`config.mk`:
```
export PLATFORM = sky130hd
export DESIGN_NAME = async_serial_receive_status
export DESIGN_NICKNAME = d
export VERILOG_FILES = /design/src/design/serial_rx_pkg.sv /design/src/design/async_serial_receive_status.sv
export VERILOG_INCLUDE_DIRS = /design/src /design/src/design
export SDC_FILE = /design/constraint.sdc
export NUM_CORES = 1
export LEC_CHECK = 0
export BUFFER_PORTS_ARGS = -buffer_cell sky130_fd_sc_hd__buf_4
export CORE_ASPECT_RATIO = 1.4
export CORE_MARGIN = 4
export CORE_UTILIZATION = 55
export CTS_CLUSTER_DIAMETER = 80
export DETAILED_ROUTE_END_ITERATION = 16
export PLACE_DENSITY = 0.76
export SYNTH_ARGS = -nofsm -noshare
export SYNTH_HDL_FRONTEND = slang
export SYNTH_SLANG_ARGS = --single-unit
export TNS_END_PERCENT = 20
```
`constraint.sdc`:
```
create_clock -name pclk -period 3.32 [get_ports pclk]
set_input_delay 0.166 -clock pclk [delete_from_list [all_inputs] [get_ports pclk]]
set_output_delay 0.166 -clock pclk [all_outputs]
set_load 0.02 [all_outputs]
```
`src/design/serial_rx_defines.svh`:
```
// register map, field positions and reset values of the receive status block
`ifndef SERIAL_RX_DEFINES_SVH
`define SERIAL_RX_DEFINES_SVH

// register byte offsets
`define OFS_CTRL 8'h00
`define OFS_STATUS 8'h04
`define OFS_DATA 8'h08
`define OFS_BAUD 8'h0C
`define OFS_IRQ_STAT 8'h10
`define OFS_IRQ_MASK 8'h14

// control register fields
`define CTRL_PORT_ON 0
`define CTRL_RX_ON 1
`define CTRL_WIDE 2
`define CTRL_ADDR_DET 3
`define CTRL_W 4
`define CTRL_RESET 4'h0

// status register fields
`define STAT_FRAME 0
`define STAT_OVERRUN 1
`define STAT_NINTH 2
`define STAT_AVAIL 3

// interrupt status and mask fields
`define IRQ_RXCHAR 0
`define IRQ_OVERRUN 1
`define IRQ_W 2
`define IRQ_MASK_RESET 2'h0

// bit period in pclk cycles after reset
`define BAUD_W 16
`define BAUD_RESET 16'h0010

// character widths in data bits
`define BITS_NARROW 4'h8
`define BITS_WIDE 4'h9

`endif

```
`src/design/serial_rx_pkg.sv`:
```
// types shared by the receive status block
package serial_rx_pkg;

  // receiver sequencing states
  typedef enum logic [1:0] {
    RX_IDLE,
    RX_START,
    RX_DATA,
    RX_STOP
  } rx_state_t;

endpackage

```
`src/design/async_serial_receive_status.sv`:
```
// apb receive side of an asynchronous serial port with status and filters
//
// Behaviour
// - each queued character keeps its own framing error; flag shows oldest
// - stop bit sampled low at its bit time marks a framing error
// - framing flag is read-only; a data read advances to next entry
// - a framing error never stops later characters being queued
// - clearing serial_port_enable resets the unit and clears the flag
// - clearing continuous_receive_enable leaves the framing flag alone
// - framing error alone raises no interrupt
// - queue holds two; a third complete character sets overrun
// - during overrun queued data stays readable, nothing new accepted
// - overrun cleared by dropping receive enable or serial port enable
// - nine-bit mode shifts nine data bits per character
// - ninth bit shows msb of oldest entry; read it before data
// - address detect queues only characters whose ninth bit is set
`timescale 1ns/1ps
`include "serial_rx_defines.svh"

module async_serial_receive_status #(
  parameter int DEPTH = 2
) (
  input wire logic pclk,
  input wire logic presetn,
  input wire logic psel,
  input wire logic penable,
  input wire logic pwrite,
  input wire logic [7:0] paddr,
  input wire logic [31:0] pwdata,
  output logic [31:0] prdata,
  output logic pready,
  output logic pslverr,
  input wire logic serial_rx,
  output logic irq
);
  import serial_rx_pkg::*;

  localparam int PW = $clog2(DEPTH);
  localparam logic [PW:0] FULL_CNT = DEPTH[PW:0];

  // address compare shared by read and write decode
  function automatic logic hit(input logic [7:0] a, input logic [7:0] o);
    hit = (a == o);
  endfunction

  logic [`CTRL_W-1:0] ctrl_ff, nxt_ctrl;
  logic [`BAUD_W-1:0] baud_ff, nxt_baud;
  logic [`IRQ_W-1:0] irq_stat_ff, nxt_irq_stat;
  logic [`IRQ_W-1:0] irq_mask_ff, nxt_irq_mask;
  logic [`IRQ_W-1:0] irq_clr_ff, nxt_irq_clr;
  logic [31:0] prdata_ff, nxt_prdata;
  logic pready_ff, nxt_pready;
  logic pslverr_ff, nxt_pslverr;
  logic pop_ok_ff, nxt_pop_ok;
  logic irq_ff, nxt_irq;
  rx_state_t state_ff, nxt_state;
  logic [`BAUD_W-1:0] tmr_ff, nxt_tmr;
  logic [3:0] bitn_ff, nxt_bitn;
  logic [8:0] shreg_ff, nxt_shreg;
  logic ovr_ff, nxt_ovr;
  logic [9:0] mem_ff [DEPTH];
  logic [PW-1:0] rd_ptr_ff, nxt_rd_ptr;
  logic [PW:0] count_ff, nxt_count;
  logic port_on, rx_on, wide, addr_det;
  logic active, done, accept, push, pop, wr_en;
  logic [3:0] nbits;
  logic [8:0] rx_char;
  logic [PW-1:0] wr_ptr;
  logic [9:0] top;
  logic [31:0] status_word;
  logic setup, complete, mapped;

  assign port_on = ctrl_ff[`CTRL_PORT_ON];
  assign rx_on = ctrl_ff[`CTRL_RX_ON];
  assign wide = ctrl_ff[`CTRL_WIDE];
  assign addr_det = ctrl_ff[`CTRL_ADDR_DET];
  assign nbits = wide ? `BITS_WIDE : `BITS_NARROW;
  assign active = port_on && rx_on && !ovr_ff;
  assign top = mem_ff[rd_ptr_ff];
  assign wr_ptr = rd_ptr_ff + count_ff[PW-1:0];

  // apb phases: answer one cycle into the access phase
  assign setup = psel && penable && !pready_ff;
  assign complete = psel && penable && pready_ff;
  assign mapped = hit(paddr, `OFS_CTRL) || hit(paddr, `OFS_STATUS) ||
                  hit(paddr, `OFS_DATA) || hit(paddr, `OFS_BAUD) ||
                  hit(paddr, `OFS_IRQ_STAT) || hit(paddr, `OFS_IRQ_MASK);

  // status word: oldest entry flags plus overrun and data available
  always_comb begin
    status_word = 32'h0000_0000;
    status_word[`STAT_FRAME] = (count_ff != '0) && top[9];
    status_word[`STAT_OVERRUN] = ovr_ff;
    status_word[`STAT_NINTH] = (count_ff != '0) && top[8];
    status_word[`STAT_AVAIL] = (count_ff != '0);
  end

  // register bus next values
  always_comb begin
    nxt_ctrl = ctrl_ff;
    nxt_baud = baud_ff;
    nxt_irq_mask = irq_mask_ff;
    nxt_pready = setup;
    nxt_pslverr = setup && !mapped;
    nxt_prdata = prdata_ff;
    nxt_pop_ok = 1'b0;
    nxt_irq_clr = '0;
    if (setup && !pwrite) begin
      nxt_prdata = 32'h0000_0000;
      if (hit(paddr, `OFS_CTRL)) nxt_prdata[`CTRL_W-1:0] = ctrl_ff;
      if (hit(paddr, `OFS_STATUS)) nxt_prdata = status_word;
      if (hit(paddr, `OFS_DATA)) begin
        nxt_prdata[7:0] = top[7:0];
        nxt_pop_ok = (count_ff != '0);
      end
      if (hit(paddr, `OFS_BAUD)) nxt_prdata[`BAUD_W-1:0] = baud_ff;
      if (hit(paddr, `OFS_IRQ_STAT)) begin
        nxt_prdata[`IRQ_W-1:0] = irq_stat_ff;
        nxt_irq_clr = irq_stat_ff; // only what the read returned
      end
      if (hit(paddr, `OFS_IRQ_MASK)) nxt_prdata[`IRQ_W-1:0] = irq_mask_ff;
    end
    if (complete && pwrite) begin
      if (hit(paddr, `OFS_CTRL)) nxt_ctrl = pwdata[`CTRL_W-1:0];
      if (hit(paddr, `OFS_BAUD)) nxt_baud = pwdata[`BAUD_W-1:0];
      if (hit(paddr, `OFS_IRQ_MASK)) nxt_irq_mask = pwdata[`IRQ_W-1:0];
    end
  end

  always_ff @(posedge pclk or negedge presetn) begin
    if (!presetn) begin
      ctrl_ff <= `CTRL_RESET;
      baud_ff <= `BAUD_RESET;
      irq_mask_ff <= `IRQ_MASK_RESET;
      pready_ff <= 1'b0;
      pslverr_ff <= 1'b0;
      prdata_ff <= 32'h0000_0000;
      pop_ok_ff <= 1'b0;
      irq_clr_ff <= '0;
    end else begin
      ctrl_ff <= nxt_ctrl;
      baud_ff <= nxt_baud;
      irq_mask_ff <= nxt_irq_mask;
      pready_ff <= nxt_pready;
      pslverr_ff <= nxt_pslverr;
      prdata_ff <= nxt_prdata;
      pop_ok_ff <= nxt_pop_ok;
      irq_clr_ff <= nxt_irq_clr;
    end
  end

  // receiver sequencing: start check at half bit, then one sample per bit
  always_comb begin
    nxt_state = state_ff;
    nxt_tmr = tmr_ff;
    nxt_bitn = bitn_ff;
    nxt_shreg = shreg_ff;
    done = 1'b0;
    if (tmr_ff != '0) nxt_tmr = tmr_ff - 1'b1;
    unique case (state_ff)
      RX_IDLE: begin
        if (active && !serial_rx) begin
          nxt_state = RX_START;
          nxt_tmr = baud_ff >> 1;
        end
      end
      RX_START: begin
        if (tmr_ff == '0) begin
          nxt_state = serial_rx ? RX_IDLE : RX_DATA;
          nxt_tmr = baud_ff - 1'b1;
          nxt_bitn = 4'h0;
        end
      end
      RX_DATA: begin
        if (tmr_ff == '0) begin
          nxt_shreg = {serial_rx, shreg_ff[8:1]}; // lsb first
          nxt_bitn = bitn_ff + 4'h1;
          nxt_tmr = baud_ff - 1'b1;
          if (bitn_ff == nbits - 4'h1) nxt_state = RX_STOP;
        end
      end
      RX_STOP: begin
        if (tmr_ff == '0) begin
          done = 1'b1;
          nxt_state = RX_IDLE;
        end
      end
    endcase
    if (!active) nxt_state = RX_IDLE;
  end

  // eight-bit characters sit in the top of the shifter
  assign rx_char = wide ? shreg_ff : {1'b0, shreg_ff[8:1]};
  assign accept = done && active &&
                  (!addr_det || (wide && rx_char[8]));
  assign pop = complete && pop_ok_ff && port_on;
  assign push = accept && ((count_ff != FULL_CNT) || pop);
  assign wr_en = push;

  always_ff @(posedge pclk or negedge presetn) begin
    if (!presetn) begin
      state_ff <= RX_IDLE;
      tmr_ff <= '0;
      bitn_ff <= 4'h0;
      shreg_ff <= 9'h000;
    end else begin
      state_ff <= nxt_state;
      tmr_ff <= nxt_tmr;
      bitn_ff <= nxt_bitn;
      shreg_ff <= nxt_shreg;
    end
  end

  // queue pointers and overrun; disabling the port empties everything
  always_comb begin
    nxt_rd_ptr = rd_ptr_ff;
    nxt_count = count_ff;
    nxt_ovr = ovr_ff;
    if (pop) nxt_rd_ptr = rd_ptr_ff + 1'b1;
    nxt_count = count_ff + {{PW{1'b0}}, push} - {{PW{1'b0}}, pop};
    if (accept && !push) nxt_ovr = 1'b1; // third character
    if (!rx_on) nxt_ovr = 1'b0; // queue kept
    if (!port_on) begin
      nxt_rd_ptr = '0; // unit reset
      nxt_count = '0;
      nxt_ovr = 1'b0;
    end
  end

  always_ff @(posedge pclk or negedge presetn) begin
    if (!presetn) begin
      rd_ptr_ff <= '0;
      count_ff <= '0;
      ovr_ff <= 1'b0;
    end else begin
      rd_ptr_ff <= nxt_rd_ptr;
      count_ff <= nxt_count;
      ovr_ff <= nxt_ovr;
    end
  end

  // entry store: framing error and ninth bit kept per character
  genvar gi;
  generate
    for (gi = 0; gi < DEPTH; gi++) begin : g_entry
      logic [9:0] nxt_entry;
      always_comb begin
        nxt_entry = mem_ff[gi];
        if (wr_en && (wr_ptr == PW'(gi)))
          nxt_entry = {!serial_rx, rx_char};
        if (!port_on) nxt_entry = 10'h000;
      end
      always_ff @(posedge pclk or negedge presetn) begin
        if (!presetn) mem_ff[gi] <= 10'h000;
        else mem_ff[gi] <= nxt_entry;
      end
    end
  endgenerate

  // sticky events cleared by reading them; a new event beats the clear
  always_comb begin
    nxt_irq_stat = irq_stat_ff;
    if (complete) nxt_irq_stat = irq_stat_ff & ~irq_clr_ff;
    if (push) nxt_irq_stat[`IRQ_RXCHAR] = 1'b1; // framing adds none
    if (accept && !push) nxt_irq_stat[`IRQ_OVERRUN] = 1'b1;
    nxt_irq = |(nxt_irq_stat & irq_mask_ff);
  end

  always_ff @(posedge pclk or negedge presetn) begin
    if (!presetn) begin
      irq_stat_ff <= '0;
      irq_ff <= 1'b0;
    end else begin
      irq_stat_ff <= nxt_irq_stat;
      irq_ff <= nxt_irq;
    end
  end

  assign prdata = prdata_ff;
  assign pready = pready_ff;
  assign pslverr = pslverr_ff;
  assign irq = irq_ff;
endmodule // async_serial_receive_status

```
; Word level (Yosys, flattened, before mapping)
; Index checks and enable logic that the tools add are counted.
[totals]
in_bits = 46
ff_bits = 117
word_cells = 147
output_inout_bits = 35
[op_classes]
bitwise = 5
add_sub_neg = 8
magnitude_cmp = 1
n_mux = 45
n_reduce_logical = 48
n_eq_ne = 21
[op_table]
columns = operator, n
row1 = $mux 10, 7
row2 = $mux 16, 4
row3 = $pmux 16 s2, 1
row4 = $sub 16x1->16 const B, 2
row5 = $mux 2, 13
row6 = $logic_and 1x1->1, 20
row7 = $eq 8x4->1 const B, 2
row8 = $eq 8x5->1 const B, 2
row9 = $logic_not 16->1, 1
row10 = $mux 4, 4
row11 = $reduce_bool 16->1, 1
row12 = $ne 3x3->1 const B, 5
row13 = $mux 1, 12
row14 = $mux 9, 1
row15 = $eq 8x3->1 const B, 1
row16 = $logic_not 8->1, 1
row17 = $mux 8, 1
row18 = $pmux 2 s4, 1
row19 = $pmux 4 s2, 1
row20 = $reduce_and 2->1, 4
row21 = $logic_not 1->1, 7
row22 = $logic_or 1x1->1, 7
row23 = $ne 2x1->1 const B, 3
row24 = $ne 2x2->1 const B, 3
row25 = 20 further kinds, 24

; Depth between registers and ports, before layout
; Gate-level depths: netlist (run 1).
[depth]
word_depth = 11
ltp_mapped = 12
depth_no_buf = 12

; Worst setup path after synthesis (run 1)
; OpenSTA, ideal clock, no wires.
[synth_path]
path_type = register to register
start = reg tmr_ff[0]
end = reg count_ff[1]
stages_incl_launch_ff = 13
required_ns = 3.201
path_buffers = 0
synth_period_minus_slack_ns = 2.463
arrival_time_ns = 2.344
path_slack_ns = 0.857
setup_time_ns = 0.119
cell_sequence = dfrtp_1 -> inv_1 -> ha_1 -> nor3b_2 -> nand3_1 -> nor2_1 -> nand4_1 -> ha_1 -> inv_1 -> ha_1 -> xnor2_1 -> xnor2_1 -> and2_1
[synth_via]
elab_chain_len = 9
[synth_lines]
columns = element, line
row1 = "start, declared", async_serial_receive_status.sv:57  ; logic [`BAUD_W-1:0] tmr_ff, nxt_tmr;
row2 = "start signal, assigned", async_serial_receive_status.sv:208  ; tmr_ff <= nxt_tmr;
row3 = $logic_not 16->1, async_serial_receive_status.sv:183  ; if (tmr_ff == '0) begin
row4 = $mux 1, async_serial_receive_status.sv:183
row5 = $mux 1, async_serial_receive_status.sv:160  ; unique case (state_ff)
row6 = $logic_and 1x1->1 (2 in series), async_serial_receive_status.sv:194  ; assign accept = done && active &&
row7 = $logic_and 1x1->1, async_serial_receive_status.sv:197  ; assign push = accept && ((count_ff != FULL_CNT) || pop);
row8 = $add 2x1->2, async_serial_receive_status.sv:220  ; nxt_count = count_ff + {{PW{1'b0}}, push} - {{PW{1'b0}}, pop};
row9 = $sub 2x1->2, async_serial_receive_status.sv:220
row10 = $mux 2, async_serial_receive_status.sv:223  ; if (!port_on) begin
row11 = via nxt_count[1], async_serial_receive_status.sv:63  ; logic [PW:0] count_ff, nxt_count;
row12 = "end signal, assigned", async_serial_receive_status.sv:237  ; count_ff <= nxt_count;
row13 = "end, declared", async_serial_receive_status.sv:63
; The timed path passes the listed nets, and every way through them passes these cells.
; A chain may end at the register's enable or synchronous reset.

; Worst setup path in the final report (run 1)
; Same ends and word-level chain as after synthesis.

==> results by group, run 1 <==
Run status
  • Status: complete, no violations

Synthesis
  • Post-synthesis cell area: approximately 0.0057 mm²
  • Async set-reset flop share out of synthesis: 1.00
  • Synth top cells by count: 100 x dfrtp_1, 65 x nand2_1, 39 x mux2_2
  • Top-area cell type share of the netlist area: 0.440
  • Synth area leaders: dfrtp_1 44%, mux2_2 7.7%, mux2i_1 5.6%
  • Yosys cell types: 68
  • Leading area contributor after synthesis: dfrtp_1
  • Sequential share of the synthesized area: 0.445
  • Yosys warns: 0
  • Post-synth EDFFs: 0
  • Syn Area/Cell: about 10 µm²
  • Most numerous cell in the Yosys netlist: dfrtp_1
  • Synth Register Bits: about 100
  • Main flop type after synthesis: dfrtp_1
  • Cells after Synth: 554

Placement
  • HPWL Detailed: about 10000 µm
  • Inst Count DP: between 700 and 800
  • Setup WS pre-CTS: slightly below 600 ps
  • Placer Congestion: roughly 0.86
  • I/O Buffers: 48

Clock tree
  • CTS tree: done
  • CTS clock-pin slew for the worst setup and hold paths: 80 ps
  • CTS Sinks: 101
  • # hold bufs at CTS: 1
  • Worst-Skew Late Latency: roughly 350 ps
  • Cts repair resizes: 0
  • CTS max path bufs: 2
  • CTS H-tree lvls: 3
  • Post-CTS Repair Setup Buffers: 0
  • Root Buffer: clkbuf_16
  • TritonCTS buffer count: 9

Timing
  • Slew Viols, Final: 0
  • Final min period: around 2800 ps
  • Total negative slack: 0 ps
  • Post-route clock skew: 6.11 ps
  • Final setup fails: 0
  • Slew HR: 0.356
  • RSZ-0062 raised after global routing: false
  • Fmax: roughly 0.35 GHz
  • Worst-Margin Slew: slightly below 1000 ps
  • Final worst slack: about 470 ps
  • Final cycle utilization of the critical path: 0.858
  • Hold Fails Final Rpt: 0

Layout
  • FILL cells: between 800 and 900
  • Area delta synth->final: 12.4%
  • Post-Route Utilization: 0.638
  • Area of the multi-input gates: just under 0.003 mm²
  • Ant. Diodes: 0
  • Post-route non-filler standard cell count: around 730
  • Final net count: between 600 and 700
  • Share of cells above drive strength 1: 0.210
  • Register area: between 0.002 and 0.003 mm²

Run
  • MaxCap Viol Count: 0

Global routing
  • Largest net degree at the start of global routing: 38
  • First-pass GRT wire length: 22000 µm
  • Total track usage: 0.234
  • Vias in the first global route: around 4600
  • Antenna violations before repair: 0
  • Grt total ovfl: 0

Route
  • # DRC: 0
  • Routed WL: ~14000 µm
  • Total number of vias: 4469
  • Routed len/inst: about 19 µm
  • Vias per cell: 6.11
  • DRT Pass-1 Iters: 4
  • ANT nets after route: 0
  • Drt first-iter violations: 211

Worst setup path
  • Reg2reg setup slack: 470 ps
  • Worst r2r src: tmr_ff[0]$_DFF_PN0_
  • Type of origin of the critical path: flip-flop
  • Worst EP arrival: roughly 3000 ps
  • Worst path required time: between 3000 and 4000 ps
  • WS Path Type: reg2reg
  • CP Capture Type: flip-flop
  • Worst-path fanout max: 6
  • Worst setup path startpoint: tmr_ff[0]$_DFF_PN0_

Hold path
  • Worst Hold Class: in2reg
  • Hold wc startpoint: pwdata[9]

Die
  • Core ar.: 0.0100 mm²
  • Die footprint: ~0.012 mm²
  • Row count: between 40 and 50
  • Die extent in x: roughly 94 µm
  • Die Span Y: around 130 µm
  • Starting Density: 0.568
  • I/O pin total: between 80 and 90

Pwr
  • Max VDD drop: around 250 µV
  • Pwr Total: about 0.0025 W
  • LEAKAGE: between 2 and 3 nW
  • Pwr/cell area: 389 mW/mm²
==> through the flow <==
stage	area, µm²	hold WS, ps
final	6390	38.4
after floorplan	5740	-130
after global placement	6060	160
after detailed placement	6060	170
after CTS	6390	32.2
after global routing	6390	41.5
==> placed cells by master (no fill, tap or decap), types with 5 or more instances in the layout <==
cell type	Yosys	layout
xor2_1	11	11
nor4_1	6	6
conb_1	1	16
a21oi_1	11	11
a22o_1	14	14
clkbuf_16	0	9
ha_1	11	11
and2_1	7	7
nor2_1	28	28
nor3_1	12	12
o211ai_1	8	8
mux2_2	39	39
inv_1	15	15
buf_4	17	55
a211oi_1	7	7
nand3_1	15	15
mux2i_1	32	32
nand4_1	5	5
dfrtp_1	100	100
and3_1	5	5
o21ai_0	19	19
o22ai_1	6	6
xnor2_1	12	12
a22oi_1	7	7
nand2_1	65	65
or3_1	5	5
==> per-layer routing <==
metal | routed length, µm | global-route usage
met1 | 5240 | 0.256
met4 | 436 | 0.122
met2 | 7630 | 0.436
met5 | 0 | 0
met3 | 409 | 0.0270
==> layout make-up <==
class / count / area share
clock buffer: 9 / 0.0353
clock inverter: 7 / 0.0145
inverter: 15 / 0.00881
multi-input combinational: 408 / 0.453
sequential: 101 / 0.396
tap: 135 / 0.0264
timing repair buffer: 56 / 0.0662
==> flip-flops by register name (all words and copies together) (netlist names), 4 cells and up <==
signal,count
baud_ff,16
bitn_ff,4
ctrl_ff,4
mem_ff,20
prdata,16
shreg_ff,9
tmr_ff,16
==> logic make-up after synthesis <==
| kind of cell | count (synthesis) | synth area share |
|---|---|---|
| compound gates | 103 | 0.134 |
| xor+xnor | 23 | 0.0354 |
| fa+ha+maj | 11 | 0.0242 |
| buf+inv | 60 | 0.0561 |
| flops | 101 | 0.445 |
| mux | 71 | 0.134 |
| other cells | 1 | 0.000660 |
| simple gates | 184 | 0.171 |
==> path summary, 6_finish.rpt <==
| check | end | cells past startpoint |
|---|---|---|
| worst max register to register | count_ff[1]$_DFF_PN0_ | 12 |
| worst min register to register | prdata[3]$_DFFE_PN0P_ | 2 |
| worst min-delay path | baud_ff[9]$_DFFE_PN0P_ | 2 |
| worst max-delay path | count_ff[1]$_DFF_PN0_ | 12 |
| min in group asynchronous | tmr_ff[12]$_DFF_PN0_ | 2 |
| max in group asynchronous | baud_ff[4]$_DFFE_PN1P_ | 3 |
==> worst max-delay path, cell delays in order, from the launching register on <==
cell,delay [ps]
dfrtp_1,430
inv_1,80
ha_1,200
nor3b_2,400
nand3_1,190
nor2_1,290
nand4_1,190
ha_1,320
inv_1,40
ha_1,180
xnor2_1,190
xnor2_1,90
and2_1,150
==> power by group <==
group	leakage, nW	total (W)	switching, W	internal (W)
logic	1.45	0.000120	0.0000791	0.0000413
clock network	0.149	0.00112	0.000519	0.000605
registers	1.35	0.00124	0.00000557	0.00123
Power figures use the tool's default switching activity.
==> run 2, diff against run 1 <==
--- a/config.mk
+++ b/config.mk
@@ -9,10 +9,10 @@
 export BUFFER_PORTS_ARGS = -buffer_cell sky130_fd_sc_hd__buf_4
 export CORE_ASPECT_RATIO = 1.4
 export CORE_MARGIN = 4
-export CORE_UTILIZATION = 55
+export CORE_UTILIZATION = 58
 export CTS_CLUSTER_DIAMETER = 80
 export DETAILED_ROUTE_END_ITERATION = 16
-export PLACE_DENSITY = 0.76
+export PLACE_DENSITY = 0.8
 export SYNTH_ARGS = -nofsm -noshare
 export SYNTH_HDL_FRONTEND = slang
 export SYNTH_SLANG_ARGS = --single-unit
==> results by group, run 2 (synthesis gave the netlist of run 1 again) <==
Hold path
  • Worst Hold Class: in2reg
  • Hold wc startpoint: pwdata[6]
  • Worst Hold Endpoint: baud_ff[6]$_DFFE_PN0P_
  • Hold Path Stages: 2

Layout
  • FILL cells: between 700 and 800
  • Largest Register: mem_ff
  • Ant. Diodes: 0
  • Share of cells above drive strength 1: 0.212
  • Most frequent cells in the layout: 100 x dfrtp_1, 65 x nand2_1, 57 x buf_4, 39 x mux2_2, 32 x mux2i_1
  • Largest register FFs: 20
  • Final net count: between 600 and 700
  • Area delta synth->final: 13.2%
  • Commonest non-fill, non-tap cell in the layout: dfrtp_1
  • Post-route non-filler standard cell count: 730
  • Post-Route Utilization: 0.677

Run status
  • Status: complete, no violations

Route
  • Drt first-iter violations: between 300 and 400
  • # DRC: 0
  • DRT Pass-1 Iters: 7
  • ANT nets after route: 0
  • Total number of vias: about 4500
  • Routed WL: 13900 µm
  • Vias per cell: between 6 and 7
  • Routed len/inst: around 19 µm

Global routing
  • First-pass GRT wire length: 22600 µm
  • Total track usage: 0.250
  • Grt total ovfl: 0
  • Antenna violations before repair: 0
  • Vias in the first global route: 4573
  • Largest net degree at the start of global routing: 55

Placement
  • HPWL Detailed: 10100 µm
  • I/O Buffers: 48
  • Placer Congestion: 0.970
  • Inst Count DP: ~700
  • Setup WS pre-CTS: around 570 ps

Die
  • Die Span Y: between 100 and 150 µm
  • Die footprint: ~0.011 mm²
  • Core ar.: between 0.009 and 0.01 mm²
  • Row count: 42
  • Die extent in x: 91.7 µm
  • I/O pin total: 81
  • Starting Density: 0.598

Worst setup path
  • Worst path required time: 3580 ps
  • Worst r2r dst: mem_ff[4]$_DFFE_PN0P_
  • Buf/Inv on CP: 1
  • WS Path Type: reg2reg
  • Slowest cell on crit path: nand3_1
  • Worst r2r src: tmr_ff[0]$_DFF_PN0_
  • Reg2Reg Depth: 7
  • Cell family with most CP delay: simple AND/OR/NAND/NOR gates
  • CP Capture Type: flip-flop
  • Type of origin of the critical path: flip-flop
  • Worst-path fanout max: 10
  • Crit path largest cell delay: about 500 ps
  • Reg2reg setup slack: 530 ps
  • CP Cell Sequence: inv_1, ha_1, nor3b_2, and4_1, and4_4, nand3_1, mux2i_1
  • Worst EP arrival: 3050 ps

Pwr
  • Pwr/cell area: around 400 mW/mm²
  • Switching power total: slightly below 0.0006 W
  • Clk network pwr share: 0.478
  • Sequential share of power: 0.476
  • Internal power: roughly 0.0020 W
  • Combinational fraction of design power: 0.046
  • Switching part of the total: 0.222
  • LEAKAGE: between 2 and 3 nW
  • Max VDD drop: roughly 330 µV

Clock tree
  • Root Buffer: clkbuf_16
  • Post-CTS Repair Setup Buffers: 0
  • Cts repair resizes: 0
  • CTS clock-pin slew for the worst setup and hold paths: ~70 ps
  • TritonCTS buffer count: 9
  • CTS H-tree lvls: 3
  • Worst-Skew Late Latency: 350 ps
  • CTS max path bufs: 2
  • CTS tree: done
  • CTS Sinks: around 100

Timing
  • Slew HR: 0.373
  • Final cycle utilization of the critical path: 0.839
  • Fmax: 0.359 GHz
  • Hold Fails Final Rpt: 0
  • RSZ-0062 raised after global routing: false
  • Slew Viols, Final: 0
  • Total negative slack: 0 ps
  • Final worst slack: between 500 and 600 ps
  • Final setup fails: 0
  • Final min period: around 2800 ps
  • Post-route clock skew: just over 10 ps
  • Worst-Margin Slew: 932 ps

Run
  • MaxCap Viol Count: 0
-- run 2: cell types whose count changed in the layout (fill, tap and decap cells not counted), sizes merged --
cell / before / now
clkinv: 1 / 0
bufinv: 1 / 3
buf: 55 / 57
clkinvlp: 2 / 1
-- run 2: power by group through the flow --
stage	combinational, W	clock (W)	sequential (W)
2_1_floorplan	0.0000651	0	0.00126
3_3_place_gp	0.000117	0	0.00126
3_5_place_dp	0.000119	0	0.00126
4_1_cts	0.000121	0.00125	0.00124
5_1_grt	0.000132	0.00131	0.00124
6_report	0.000121	0.00124	0.00124
-- run 2: per-layer routing --
metal	share of wire	track usage	up-vias	wire (µm)
li1	-	-	2058	-
met1	0.36	0.275	2213	5060
met2	0.55	0.461	140	7650
met3	0.042	0.0415	41	586
met4	0.041	0.123	0	564
met5	0	0	-	0
-- run 2: per-stage QoR --
step | instance area, µm² | power, W | hold WS (ps)
after floorplan | 5740 | 0.00133 | -130
after global routing | 6440 | 0.00268 | 32.7
after global placement | 6070 | 0.00138 | 244
after CTS | 6440 | 0.00261 | 40.9
after detailed placement | 6070 | 0.00138 | 252
final | 6440 | 0.00260 | 41.6
-- run 2: area by class of cell --
type	instances	area, µm²	share of cell area
Tap cell	132	165	0.0257
Inverter	15	56.3	0.00875
Clock inverter	7	129	0.0200
Multi-Input combinational cell	408	2890	0.450
Sequential cell	101	2530	0.393
Timing Repair Buffer	58	438	0.0680
Clock buffer	9	225	0.0350
-- run 2: worst max path at each step --
| stage | from | to | slack [ps] | cells after the start |
|---|---|---|---|---|
| after floorplan | tmr_ff[0]$_DFF_PN0_ | count_ff[1]$_DFF_PN0_ | 860 | 12 |
| after global placement | tmr_ff[0]$_DFF_PN0_ | mem_ff[15]$_DFFE_PN0P_ | 640 | 7 |
| after detailed placement | tmr_ff[0]$_DFF_PN0_ | mem_ff[4]$_DFFE_PN0P_ | 570 | 7 |
| after CTS | tmr_ff[0]$_DFF_PN0_ | mem_ff[4]$_DFFE_PN0P_ | 530 | 7 |
| after global routing | tmr_ff[0]$_DFF_PN0_ | mem_ff[4]$_DFFE_PN0P_ | 310 | 7 |
| final | tmr_ff[0]$_DFF_PN0_ | mem_ff[4]$_DFFE_PN0P_ | 530 | 7 |
-- run 2: repair_timing --
action	4_1_cts	5_1_grt
setup endpoints to repair	0	0
hold buffers	1	0
endpoints found under the hold margin	51	0
==> run 3, diff against run 2 <==
--- a/config.mk
+++ b/config.mk
@@ -6,13 +6,14 @@
 export SDC_FILE = /design/constraint.sdc
 export NUM_CORES = 1
 export LEC_CHECK = 0
+export ABC_AREA = 1
 export BUFFER_PORTS_ARGS = -buffer_cell sky130_fd_sc_hd__buf_4
 export CORE_ASPECT_RATIO = 1.4
 export CORE_MARGIN = 4
-export CORE_UTILIZATION = 58
+export CORE_UTILIZATION = 52
 export CTS_CLUSTER_DIAMETER = 80
 export DETAILED_ROUTE_END_ITERATION = 16
-export PLACE_DENSITY = 0.8
+export PLACE_DENSITY = 0.75
 export SYNTH_ARGS = -nofsm -noshare
 export SYNTH_HDL_FRONTEND = slang
 export SYNTH_SLANG_ARGS = --single-unit
==> constraint.sdc (replaced) <==
create_clock -name pclk -period 2.55 [get_ports pclk]
set_input_delay 0.1275 -clock pclk [delete_from_list [all_inputs] [get_ports pclk]]
set_output_delay 0.1275 -clock pclk [all_outputs]
set_load 0.02 [all_outputs]
==> results by group, run 3 <==
Pwr
  • Pwr/cell area: just under 500 mW/mm²
  • Max VDD drop: approximately 360 µV
  • LEAKAGE: approximately 3.2 nW

Synthesis
  • Yosys warns: 0
  • Most numerous cell in the Yosys netlist: nand2_1
  • Synth top cells by count: 160 x nand2_1, 100 x dfrtp_1, 87 x inv_1
  • Async set-reset flop share out of synthesis: 1.00
  • Post-synth EDFFs: 0
  • Syn Area/Cell: a little under 8 µm²
  • Yosys cell types: between 40 and 50
  • Leading area contributor after synthesis: dfrtp_1
  • Synth Register Bits: slightly above 100
  • Cells after Synth: approximately 750
  • Post-synthesis cell area: just under 0.006 mm²
  • Synth area leaders: dfrtp_1 43%, nand2_1 10%, o21ai_0 6.2%
  • Sequential share of the synthesized area: 0.435
  • Top-area cell type share of the netlist area: 0.431
  • Main flop type after synthesis: dfrtp_1

Die
  • Core ar.: about 0.011 mm²
  • I/O pin total: around 80
  • Die extent in x: approximately 97 µm
  • Die footprint: approximately 0.013 mm²
  • Die Span Y: 133 µm
  • Starting Density: 0.534
  • Row count: between 40 and 50

Clock tree
  • Root Buffer: clkbuf_16
  • CTS max path bufs: 2
  • CTS Sinks: around 100
  • CTS tree: done
  • CTS H-tree lvls: 3
  • Post-CTS Repair Setup Buffers: 0
  • TritonCTS buffer count: 9
  • Cts repair resizes: 0
  • CTS clock-pin slew for the worst setup and hold paths: ~70 ps
  • Worst-Skew Late Latency: between 300 and 400 ps

Timing
  • Final cycle utilization of the critical path: 0.909
  • Post-route clock skew: 7.78 ps
  • Final worst slack: 232 ps
  • Final min period: 2320 ps
  • Slew HR: 0.540
  • Worst-Margin Slew: ~700 ps
  • Fmax: around 0.43 GHz
  • Total negative slack: 0 ps
  • Hold Fails Final Rpt: 0
  • RSZ-0062 raised after global routing: false
  • Final setup fails: 0
  • Slew Viols, Final: 0

Layout
  • FILL cells: between 900 and 1000
  • Commonest non-fill, non-tap cell in the layout: nand2_1
  • Largest Register: mem_ff
  • Ant. Diodes: 0
  • Final net count: roughly 860
  • Largest register FFs: 20
  • Most frequent cells in the layout: 160 x nand2_1, 100 x dfrtp_1, 87 x inv_1, 74 x nor2_1, 72 x o21ai_0
  • Area delta synth->final: 13.2%
  • Share of cells above drive strength 1: 0.147
  • Post-route non-filler standard cell count: about 940

Global routing
  • First-pass GRT wire length: ~24000 µm
  • Vias in the first global route: ~5000
  • Grt total ovfl: 0
  • Largest net degree at the start of global routing: between 50 and 60
  • Antenna violations before repair: 0
  • Total track usage: 0.230

Placement
  • Inst Count DP: slightly above 900
  • HPWL Detailed: between 10000 and 15000 µm
  • Setup WS pre-CTS: ~260 ps
  • I/O Buffers: 48
  • Placer Congestion: between 0.9 and 1

Worst setup path
  • CP Capture Type: flip-flop
  • Worst path required time: about 2800 ps
  • Reg2Reg Depth: 12
  • Worst-path fanout max: 10
  • Worst r2r src: tmr_ff[0]$_DFF_PN0_
  • Worst EP arrival: 2560 ps
  • Type of origin of the critical path: flip-flop
  • WS Path Type: reg2reg
  • Worst setup path startpoint: tmr_ff[0]$_DFF_PN0_

Route
  • Total number of vias: around 5100
  • Drt first-iter violations: between 300 and 400
  • Routed len/inst: ~15 µm
  • Routed WL: between 10000 and 15000 µm
  • ANT nets after route: 0
  • # DRC: 0
  • DRT Pass-1 Iters: 5
  • Vias per cell: about 5.4

Hold path
  • Hold Path Stages: 3
  • Hold wc startpoint: pwdata[11]
  • Worst Hold Class: in2reg

Run status
  • Status: complete, no violations

Run
  • MaxCap Viol Count: 0
run 3: changes by cell type after synthesis, moves of 13 or more:
cell	delta
nor2_1	+46
nand3_1	+22
inv_1	+72
a21oi_1	+15
mux2i_1	-30
mux2_2	-39
nand2_1	+95
xor2_1	+16
o21ai_0	+53
a22o_1	-13
run 3: kinds of logic after synthesis:
logic type	after synthesis	share of synthesized area
flops	101	0.435
mux	2	0.00345
simple gates	325	0.245
buf+inv	132	0.0997
other cells	1	0.000646
xor+xnor	29	0.0437
fa+ha+maj	11	0.0237
compound gates	150	0.148
run 3: final timing paths:
kind	slack (ps)	endpoint
worst min register to register	490	prdata[0]$_DFFE_PN0P_
worst max register to register	230	tmr_ff[13]$_DFF_PN0_
worst min-delay path	20	baud_ff[11]$_DFFE_PN0P_
worst max-delay path	230	tmr_ff[13]$_DFF_PN0_
min in group asynchronous	370	shreg_ff[1]$_DFFE_PN0P_
max in group asynchronous	1480	mem_ff[7]$_DFFE_PN0P_
run 3: metal layers:
| metal | vias to the layer above | track usage | wire length (µm) |
|---|---|---|---|
| li1 | 2498 | - | - |
| met1 | 2435 | 0.281 | 6050 |
| met3 | 39 | 0.0364 | 742 |
| met5 | - | 0 | 0 |
| met4 | 0 | 0.107 | 578 |
| met2 | 162 | 0.398 | 7220 |
run 3: layout make-up:
| class | instances | area, µm² | area share |
|---|---|---|---|
| sequential | 101 | 2530 | 0.385 |
| inverter | 96 | 362 | 0.0550 |
| clock inverter | 7 | 81.3 | 0.0124 |
| multi-input combinational | 533 | 2760 | 0.419 |
| timing repair buffer | 57 | 443 | 0.0674 |
| tap | 141 | 176 | 0.0268 |
| clock buffer | 9 | 225 | 0.0343 |
run 3: where the power goes:
part / switching (W) / internal (W) / total [W] / leakage, nW
clock network: 0.000640 / 0.000776 / 0.00142 / 0.152
registers: 0.00000520 / 0.00161 / 0.00161 / 1.31
logic: 0.0000986 / 0.0000475 / 0.000146 / 1.71
total: 0.000744 / 0.00243 / 0.00317 / 3.18
run 3: what timing repair did:
| item | in CTS | in global routing |
|---|---|---|
| setup endpoints to repair | 0 | 0 |
| endpoints found under the hold margin | 48 | 0 |
| hold buffers | 1 | 0 |
run 3: worst max-delay path: stages, from the launching register on:
cell     delay (ps)
dfrtp_1         380
inv_1           120
ha_1            250
nand2_1         120
nor2_2          160
nand3_4         150
buf_4           210
nand2_1          80
inv_1           100
nor2_1          350
o21ai_0         160
nand3_1          90
nand2_1          50
run 3: through the flow:
stage                     power, W  hold WS [ps]  instance area (µm²)   util
after floorplan            0.00172          -168                 5860      -
after global placement     0.00179           199                 6260  0.576
after detailed placement   0.00179           213                 6260  0.576
after CTS                  0.00319          16.0                 6570  0.605
after global routing       0.00328          21.5                 6570  0.605
final                      0.00317          23.6                 6570  0.605
